<file path="config.mk">
export PLATFORM = sky130hd
export DESIGN_NAME = frs_seq
export DESIGN_NICKNAME = d
export VERILOG_FILES = /design/src/hw/frs_pkg.sv /design/src/hw/frs_seq.sv
export SDC_FILE = /design/constraint.sdc
export NUM_CORES = 1
export LEC_CHECK = 0
export BUFFER_PORTS_ARGS = -buffer_cell sky130_fd_sc_hd__buf_4
export CAP_MARGIN = 20
export CORE_ASPECT_RATIO = 0.8
export CORE_UTILIZATION = 43
export DETAILED_ROUTE_END_ITERATION = 8
export PLACE_DENSITY = 0.64
export SLEW_MARGIN = 40
export SYNTH_ARGS = -nofsm -noshare
export SYNTH_HDL_FRONTEND = slang
export SYNTH_SLANG_ARGS = --single-unit
</file>
<file path="constraint.sdc">
create_clock -name I_MCLK -period 6.5 [get_ports I_MCLK]
set_clock_uncertainty 0.15 [all_clocks]
set_input_delay 0.975 -clock I_MCLK [delete_from_list [all_inputs] [get_ports I_MCLK]]
set_output_delay 0.975 -clock I_MCLK [all_outputs]
set_load 0.03 [all_outputs]
</file>
<file path="src/hw/frs_pkg.sv">
// Package for the flash reset sequencer: timing constants, states, carriers
package frs_pkg;

    // ****************************************
    // Timing, in nanoseconds and clock cycles
    // ****************************************
    localparam int CLK_PERIOD_NS = 4;
    localparam int POWER_UP_TIME_NS = 300000;
    localparam int SELECT_HIGH_TIME_NS = 10;
    localparam int SELECT_HIGH_TIME_QR_NS = 20;
    localparam int RESET_PULSE_WIDTH_NS = 200;
    localparam int RESET_RECOVERY_TIME_NS = 35000;
    localparam int RESET_SETUP_TIME_NS = 50;
    localparam int RESET_HOLD_TIME_NS = 50;

    // Least times round up
    localparam int SELECT_HIGH_CYC = (SELECT_HIGH_TIME_NS + CLK_PERIOD_NS - 1) / CLK_PERIOD_NS;
    localparam int SELECT_HIGH_QR_CYC =
        (SELECT_HIGH_TIME_QR_NS + CLK_PERIOD_NS - 1) / CLK_PERIOD_NS;
    localparam int RESET_PULSE_CYC = (RESET_PULSE_WIDTH_NS + CLK_PERIOD_NS - 1) / CLK_PERIOD_NS;
    localparam int RESET_RECOVERY_CYC =
        (RESET_RECOVERY_TIME_NS + CLK_PERIOD_NS - 1) / CLK_PERIOD_NS;
    localparam int RESET_SETUP_CYC = (RESET_SETUP_TIME_NS + CLK_PERIOD_NS - 1) / CLK_PERIOD_NS;
    localparam int POWER_UP_CYC = (POWER_UP_TIME_NS + CLK_PERIOD_NS - 1) / CLK_PERIOD_NS;

    localparam int CNT_W = 20;

    // ****************************************
    // States
    // ****************************************
    typedef enum logic [2:0] {
        FRS_POR,
        FRS_POR_HELD,
        FRS_READY,
        FRS_PULSE,
        FRS_WARM,
        FRS_SETUP
    } frs_state_t;

    typedef struct packed {
        logic quad_enable_bit;
        logic reset_pin_enable_bit;
    } frs_cfg_t;

    typedef struct packed {
        frs_state_t state;
        logic [CNT_W-1:0] cnt;
        logic [7:0] cs_high_cnt;
        logic por_ok;
        logic in_reset;
        logic hw_reset_pulse;
        logic sw_reset_pulse;
        logic io3_drive;
        logic busy;
        logic por_done;
    } frs_regs_t;

endpackage : frs_pkg

</file>
<file path="src/hw/frs_seq.sv">
// Reset sequencer of a serial flash: cold, warm and software reset
`timescale 1ns/1ns

// Behaviour
// RULE1 - Power-on reset runs for the power-up time; host stays deselected meanwhile.
// RULE2 - Shared pin is reset only after select high time or with quad off.
// RULE3 - Reset low is ignored while power-on reset runs.
// RULE4 - Reset low past power-up: host holds select high until hold time after release.
// RULE5 - Host holds reset high for setup time before a new reset low.
// RULE6 - Shared pin has an internal pull-up; undriven reads high.
// RULE7 - Pin ignored during select high time after rise; data line when selected.
// RULE8 - Low for pulse width resets registers; completion takes recovery time.
// RULE9 - Failed power-on reset: later reset low reruns full power-on process.
// RULE10 - Reset command performs software reset regardless of shared pin level.
// RULE11 - Hardware reset aborts work, floats outputs, ignores commands for recovery time.
// RULE12 - After quad read, device drives shared pin high during select high time.
// RULE13 - After quad write, host drives shared pin high during select high time.
// RULE14 - Quad off, select low at reset: host raises select within recovery time.
// RULE15 - Host ensures reset low plus hold time covers recovery time.
// RULE16 - Reset held at end of power-up keeps device in reset until release.
// RULE17 - Reset pin enable gates pin reset; with quad, select high time lengthens.
// RULE18 - Pulses shorter than pulse width start no warm reset.
module frs_seq
    import frs_pkg::*;
#(
    parameter int POWER_UP_CYCLES = POWER_UP_CYC,
    parameter int RECOVERY_CYCLES = RESET_RECOVERY_CYC
) (
    input wire logic I_MCLK,            // 250 MHz clock
    input wire logic I_RSTN,            // Async reset, low active
    input wire logic I_CS_N,            // Chip select, low active
    input wire logic I_IO3_IN,          // Shared pin level as seen
    input wire logic I_IO3_DRIVEN,      // Some party drives the pin
    input wire logic I_QUAD_ENABLE,     // Quad mode enable bit
    input wire logic I_RESET_PIN_EN,    // Reset pin function enable bit
    input wire logic I_QUAD_READ_DONE,  // Pulse: quad output command ended
    input wire logic I_SW_RESET_CMD,    // Pulse: reset command decoded
    input wire logic I_POR_FAIL,        // Pulse: power-on check failed
    output logic O_BUSY,                // Reset in progress, commands ignored
    output logic O_IN_RESET,            // Outputs forced to high impedance
    output logic O_HW_RESET,            // Pulse: register reset request
    output logic O_SW_RESET,            // Pulse: software reset request
    output logic O_IO3_OUT,             // Shared pin drive value
    output logic O_IO3_OE,              // Shared pin drive enable
    output logic O_POR_DONE             // Power-on reset completed
);

    // ****************************************
    // State
    // ****************************************
    frs_regs_t r;
    frs_regs_t n;
    logic pin_level;
    logic pin_is_reset;
    logic [7:0] cs_need;

    // RULE6 pull-up model
    assign pin_level = I_IO3_DRIVEN ? I_IO3_IN : 1'b1;

    // RULE17 longer select time for quad with reset pin
    assign cs_need = (I_QUAD_ENABLE && I_RESET_PIN_EN) ? 8'(SELECT_HIGH_QR_CYC)
                                                       : 8'(SELECT_HIGH_CYC);

    // RULE2 pin role selection
    // RULE7 data line while selected, masked in select high window
    assign pin_is_reset = I_RESET_PIN_EN &&
        (!I_QUAD_ENABLE || (I_CS_N && r.cs_high_cnt >= cs_need));

    always_comb begin
        n = r;
        n.hw_reset_pulse = 1'b0;
        n.sw_reset_pulse = 1'b0;
        if (!I_CS_N) begin
            n.cs_high_cnt = '0;
        end else if (r.cs_high_cnt != 8'hFF) begin
            n.cs_high_cnt = r.cs_high_cnt + 8'h01;
        end
        // RULE12 hold pin high after quad read
        if (I_QUAD_READ_DONE && I_QUAD_ENABLE) begin
            n.io3_drive = 1'b1;
        end else if (!I_CS_N || r.cs_high_cnt >= cs_need) begin
            n.io3_drive = 1'b0;
        end
        if (I_POR_FAIL) begin
            n.por_ok = 1'b0;
        end
        case (r.state)
            FRS_POR: begin
                // RULE1 RULE3 count power-up, pin ignored
                n.busy = 1'b1;
                n.in_reset = 1'b1;
                if (r.cnt >= CNT_W'(POWER_UP_CYCLES - 1)) begin
                    n.cnt = '0;
                    n.por_ok = !I_POR_FAIL && r.por_ok;
                    n.state = (pin_is_reset && !pin_level) ? FRS_POR_HELD : FRS_SETUP;
                end else begin
                    n.cnt = r.cnt + CNT_W'(1);
                end
            end
            FRS_POR_HELD: begin
                // RULE16 stay in reset until release
                if (pin_level) begin
                    n.state = FRS_SETUP;
                    n.cnt = '0;
                end
            end
            FRS_SETUP: begin
                // RULE5 setup window before a new reset
                n.busy = 1'b0;
                n.in_reset = 1'b0;
                if (!pin_level) begin
                    n.cnt = '0;
                end else if (r.cnt >= CNT_W'(RESET_SETUP_CYC - 1)) begin
                    n.state = FRS_READY;
                    n.cnt = '0;
                end else begin
                    n.cnt = r.cnt + CNT_W'(1);
                end
            end
            FRS_READY: begin
                if (I_SW_RESET_CMD) begin
                    // RULE10 command independent of pin
                    n.sw_reset_pulse = 1'b1;
                end
                if (pin_is_reset && !pin_level) begin
                    n.state = FRS_PULSE;
                    n.cnt = CNT_W'(1);
                end
            end
            FRS_PULSE: begin
                // RULE18 short pulse has no effect
                // RULE2 pin must still act as reset
                if (pin_is_reset && !pin_level) begin
                    n.cnt = r.cnt + CNT_W'(1);
                    if (r.cnt >= CNT_W'(RESET_PULSE_CYC - 1)) begin
                        n.cnt = '0;
                        if (!r.por_ok) begin
                            // RULE9 rerun full power-on
                            n.state = FRS_POR;
                            n.por_ok = !I_POR_FAIL;
                            n.busy = 1'b1;
                            n.in_reset = 1'b1;
                        end else begin
                            // RULE8 RULE11 warm reset
                            n.state = FRS_WARM;
                            n.hw_reset_pulse = 1'b1;
                            n.busy = 1'b1;
                            n.in_reset = 1'b1;
                        end
                    end
                end else begin
                    n.state = FRS_READY;
                    n.cnt = '0;
                end
            end
            FRS_WARM: begin
                // RULE11 ignore commands for recovery time
                if (r.cnt >= CNT_W'(RECOVERY_CYCLES - 1)) begin
                    n.state = FRS_SETUP;
                    n.cnt = '0;
                end else begin
                    n.cnt = r.cnt + CNT_W'(1);
                end
            end
            default: begin
                n.state = FRS_POR;
            end
        endcase
        // Registered so the flag leaves straight from a flip-flop
        n.por_done = (n.state != FRS_POR);
    end

    always_ff @(posedge I_MCLK or negedge I_RSTN) begin
        if (!I_RSTN) begin
            r <= '{state: FRS_POR, cnt: '0, cs_high_cnt: '0, por_ok: 1'b1,
                   in_reset: 1'b1, hw_reset_pulse: 1'b0, sw_reset_pulse: 1'b0,
                   io3_drive: 1'b0, busy: 1'b1, por_done: 1'b0};
        end else begin
            r <= n;
        end
    end

    assign O_BUSY = r.busy;
    assign O_IN_RESET = r.in_reset;
    assign O_HW_RESET = r.hw_reset_pulse;
    assign O_SW_RESET = r.sw_reset_pulse;
    assign O_IO3_OUT = r.io3_drive;
    assign O_IO3_OE = r.io3_drive;
    assign O_POR_DONE = r.por_done;
endmodule : frs_seq

</file>
# After elaboration in Yosys (flattened, before gate mapping)
# Cells that the tools add are included.
# word_totals
regBits	38
out_inout_bits	7
# op_classes
add_sub_neg	2
magnitude_cmp	5
eq_ne	11
muxes	36
reduce_logical	19
# ops
cell	count
one-hot mux 20 bit (6 select lines)	1
2-to-1 mux 23 bit	4
2-to-1 mux 20 bit	4
2-to-1 mux 3 bit	9
adder 20 x 1 -> 20 bit (second input constant)	1
>= comparator 20 x 14 -> 1 bit (second input constant)	1
>= comparator 20 x 17 -> 1 bit (second input constant)	1
>= comparator 20 x 4 -> 1 bit (second input constant)	1
>= comparator 20 x 6 -> 1 bit (second input constant)	1
one-hot mux 3 bit (6 select lines)	1
2-to-1 mux 8 bit	2
2-to-1 mux 1 bit	12
adder 8 x 1 -> 8 bit (second input constant)	1
>= comparator 8 x 3 -> 1 bit	1
inequality test 2 bit (second input constant)	4
inequality test 8 bit (second input constant)	1
== test 3 x 2 -> 1 bit (second input constant)	2
== test 3 bit (second input constant)	2
logical AND 1 bit	6
one-hot mux 1 bit (3 select lines)	2
AND reduction 3 bit	2
nonzero test 3 bit	2
nonzero test 6 bit	1
zero test 1 bit	4
6 further kinds	7

# Logic depth before layout (Yosys ltp)
# logic_depth
depth_word	11
ltp_mapped	10
depth_no_buf	9

# Worst setup path after synthesis
# No wires, ideal clock.
# synth_path
path_kind	input-to-reg
startpoint	input port I_QUAD_ENABLE
endpoint	register r[32] (netlist name)
setup_ns	0.121
arrival_ns	2.715
required_time_ns	6.229
slack_ns	3.514
cell_stages	10
n_path_buf	1
cell_sequence	nand2_1 inv_1 ha_1 a21o_1 a2111o_1 a31oi_1 buf_4 nor2_1 a41oi_1 nor2_1
# synth_between
elab_chain_cells	9
word_cells_on_any_way	12
classes_between	order compare: 1; eq/ne: 1; mux: 3; reduce/logical: 7
# synth_lines
item	line	source
start: declaration	frs_seq.sv:34	input wire logic I_QUAD_ENABLE,
logical AND 1 bit	frs_seq.sv:61	assign cs_need = (I_QUAD_ENABLE && I_RESET_PIN_EN) ? 8'(SELECT_HIGH_QR_CYC)
2-to-1 mux 3 bit	frs_seq.sv:61	
>= comparator 8 x 3 -> 1 bit	frs_seq.sv:67	(!I_QUAD_ENABLE || (I_CS_N && r.cs_high_cnt >= cs_need));
logical AND 1 bit	frs_seq.sv:67	
logical OR 1 bit *	frs_seq.sv:67	
logical AND 1 bit *	frs_seq.sv:66	assign pin_is_reset = I_RESET_PIN_EN &&
logical AND 1 bit *	frs_seq.sv:125, frs_seq.sv:133	
2-to-1 mux 23 bit or inequality test 2 bit (tied branches)	n/a	
one-hot mux 20 bit (6 select lines) or AND reduction 3 bit (tied branches)	n/a	
end signal: assignment	frs_seq.sv:175	r <= '{state: FRS_POR, cnt: '0, cs_high_cnt: '0, por_ok: 1'b1,
end signal: assignment	frs_seq.sv:179	r <= n;
end: declaration	frs_seq.sv:51	frs_regs_t r;
# Mark *: on every way between the ends. The rest lies on a longest branch, timed or not.
# A chain may end at the register's enable or synchronous reset.

# Worst setup path in the final report
# Same ends and word-level chain as after synthesis.

==> impl_metrics.ini <==
[status]
status = complete, no violations

[place]
placed_cell_area_um2 = 2400
numPortBuffers = 16
globalplace.congestion = 0.823
dp.cells = 319
dp_hpwl_um = 3320
place_ws_ns = 3.00

[worst_setup_path]
endpoint = r[32]
critPathArrivalTime_ns = 3.23
path_class = primary input to flip-flop
worstPathRequired_ns = 6.50
worst_setup_path_start_kind = primary input
rr_endpoint = r[32]
rrSetupSlack_ns = 3.71
cp-startpoint = I_QUAD_ENABLE
end_kind = flip-flop
rr_worst_depth = 6
cp_max_fo = 12
r2r_start = r[14]

[power_and_ir_drop]
power.density_nw_per_um2 = 242
power_frac_comb = 0.239
pwr-share-clk = 0.308
swShare = 0.324
seqPwrFrac = 0.454
p_sw_uw = 197
p_int_uw = 409
ir_drop_uv = 126
p_leak_uw = 0.00116

[layout]
final_cell_count_no_fill = 327
drive_above_1_share = 0.125
fin_nets = 280
syn_to_final_growth_pct = 10.5
antenna_cells = 0
fillers = 489
finalInstanceArea_um2 = 2510

[cts]
cts-resized-gates = 0
cts_hold_buf = 0
numCtsBuffers = 5
clk_latency_ns = 0.29
cts_sinks = 38
clockBufferDepth = 2
htree_levels = 2
cts_tree = yes
clock-root-buffer = clkbuf_8
clkSlewWorstSetupHoldPaths_ns = 0.07
post_cts.repair.setup_buffers = 0

[sta]
hold_violations = 0
drv_slew = 0
fin_ws_ns = 3.27
max_freq_mhz = 310
fin_crit_sh = 0.497
max_slew_margin = 0.512
worst_pin_slew_ns = 0.732
fin_crit_ns = 3.23
final-setup-viol-count = 0
rsz0062_at_grt = no
fin_setup_tns_ns = 0

[floorplanning]
core_area_um2 = 5040
fp.dieArea_um2 = 5570
die_w_um = 83.2
placementRows = 23
pin_count = 17
initial_utilization = 0.450
dieHeight_um = 67.0

[route]
first_pass_iters = 4
wl_per_cell_um = 14.3
finalWirelength_um = 4670
drt_iter0_markers = 180
vias = 1882
antenna_left = 0
viasPerCell = 5.76
drc = 0

[global_route]
antenna_found_initial = 0
grt_pass1_wl_um = 8340
grt_usage = 0.191
grt_max_degree = 39
grt_pass1_vias = 1754
grt_overflow = 0

[yosys]
netlist_area_um2 = 2270
synth_mux_area_frac = 0.00883
synth_cell_types = 47
yosysSeqAreaShare = 0.421
synth-simple-area-share = 0.269
syn_nets = 270
synthAdderAreaFrac = 0.0331
synth_compound_area_frac = 0.153
ys_ff_latch = 38
yosysWarnings = 0
postSynthCellCount = 254
synth_top_family_by_area = simple AND/OR/NAND/NOR gates
synth_xor_area_frac = 0.0618
synth.avg_cell_area_um2 = 8.93

[min_path]
worstHoldPathType = flip-flop to flip-flop

[run]
max-cap-violations = 0
worst min path at each step:
stage | start | to | slack, ns | cells after the start
floorplan | r[9] | r[9] | 0.33 | 1
global placement | r[6] | O_HW_RESET | 0.35 | 2
detailed placement | r[6] | O_HW_RESET | 0.36 | 2
CTS | r[6] | O_HW_RESET | 0.37 | 2
global route | r[6] | O_HW_RESET | 0.40 | 2
finish | r[6] | O_HW_RESET | 0.36 | 2
cell families (layout without fill, tap and decap cells):
kind of cell,after synthesis,count (layout)
muxes,2,2
DFF,38,38
and+or+nand+nor,119,119
xor gates and xnor gates,16,16
buffers and inverters,25,36
AOI/OAI and AO/OA,48,48
adders and majority gates,6,6
synth_stat cells, drive strengths merged:
master,number,area [um^2]
a2111o,2,22.5
a211o,2,17.5
a211oi,3,22.5
a21o,2,15.0
a21oi,9,45.0
a221oi,1,8.76
a22oi,2,15.0
a2bb2oi,1,8.76
a31o,2,26.3
a31oi,5,31.3
a32o,1,10.0
a41oi,2,17.5
and2,5,31.3
and3,5,31.3
buf,4,41.3
clkbuf,9,33.8
dfrtp,35,876
dfstp,3,78.8
ha,6,75.1
inv,12,45.0
mux2i,2,20.0
nand2,18,67.6
nand2b,4,25.0
nand3,11,55.1
nand4,7,43.8
nand4bb,1,11.3
nor2,32,123
nor2b,4,25.0
nor3,12,60.1
nor3b,2,15.0
nor4,9,56.3
nor4b,2,17.5
o21a,1,7.51
o21ai,7,35.0
o221ai,2,17.5
o22ai,2,12.5
o311a,2,20.0
o31ai,2,15.0
or2,2,12.5
or3,4,25.0
or4,1,11.3
xnor2,12,105
xor2,4,35.0
power by group through the flow:
stage | Clock, uW | Combinational [uW] | Sequential, uW
detailed placement | 0 | 145 | 279
CTS | 192 | 147 | 274
finish | 186 | 145 | 275
floorplan | 0 | 119 | 278
global route | 202 | 163 | 278
global placement | 0 | 143 | 279
sequential cells by signal (all words and copies together) (netlist names):
name / count
O_SW_RESET: 1
O_BUSY: 1
O_IO3_OE: 1
r: 32
O_IN_RESET: 1
O_HW_RESET: 1
O_POR_DONE: 1
cell usage in the layout (no fill, tap or decap), types with 2 or more instances in the layout:
master,synthesis,routed
o22ai_1,2,2
nand4_1,7,7
o221ai_1,2,2
xor2_1,4,4
nor4b_1,2,2
nand3_1,11,11
nor2_1,31,31
a41oi_1,2,2
nor2b_1,4,4
or3_1,4,4
nor4_1,9,9
clkbuf_8,0,8
ha_1,6,6
a22oi_1,2,2
o21ai_0,7,7
nor3b_1,2,2
dfrtp_1,35,35
and2_1,5,5
mux2i_1,2,2
a31oi_1,5,4
a21o_1,2,2
buf_4,2,16
a211o_1,2,2
or2_2,2,2
nand2_1,18,18
and3_1,5,5
a211oi_1,3,3
nor3_1,12,12
o311a_1,2,2
nand2b_1,4,4
xnor2_1,12,12
o31ai_1,2,2
a21oi_1,9,9
inv_1,12,12
a2111o_1,2,2
dfstp_2,3,3
area by class of cell:
cell class,instances,area (um^2),area share
well taps,62,77.6,0.0309
repair buffers,16,120,0.0479
flip-flops and latches,38,955,0.381
multi-input cells,191,1200,0.479
clock buffers,8,110,0.0439
inverters,12,45.0,0.0180
worst max-delay path, cell delays in order:
cell and delay (ns):
buf_4 0.12, nand2_1 0.09, inv_1 0.05, ha_1 0.26, a21o_1 0.17, a2111o_1 0.50, a31oi_2 0.56, nor2_1 0.19
a41oi_1 0.26, nor2_1 0.06
per-stage QoR:
| stage | power, uW | utilization | hold WS (ns) |
|---|---|---|---|
| after detailed placement | 424 | 0.476 | 0.355 |
| after floorplan | 397 | - | 0.327 |
| after CTS | 613 | 0.498 | 0.365 |
| after global routing | 644 | 0.498 | 0.395 |
| after global placement | 422 | 0.475 | 0.351 |
| final | 606 | 0.498 | 0.360 |
layer usage:
layer / part of all wire / GRT usage
met3: 0.042 / 0.0409
met5: 0 / 0
met1: 0.53 / 0.274
met4: 0.015 / 0.0733
met2: 0.41 / 0.282
Power figures use the tool's default switching activity.
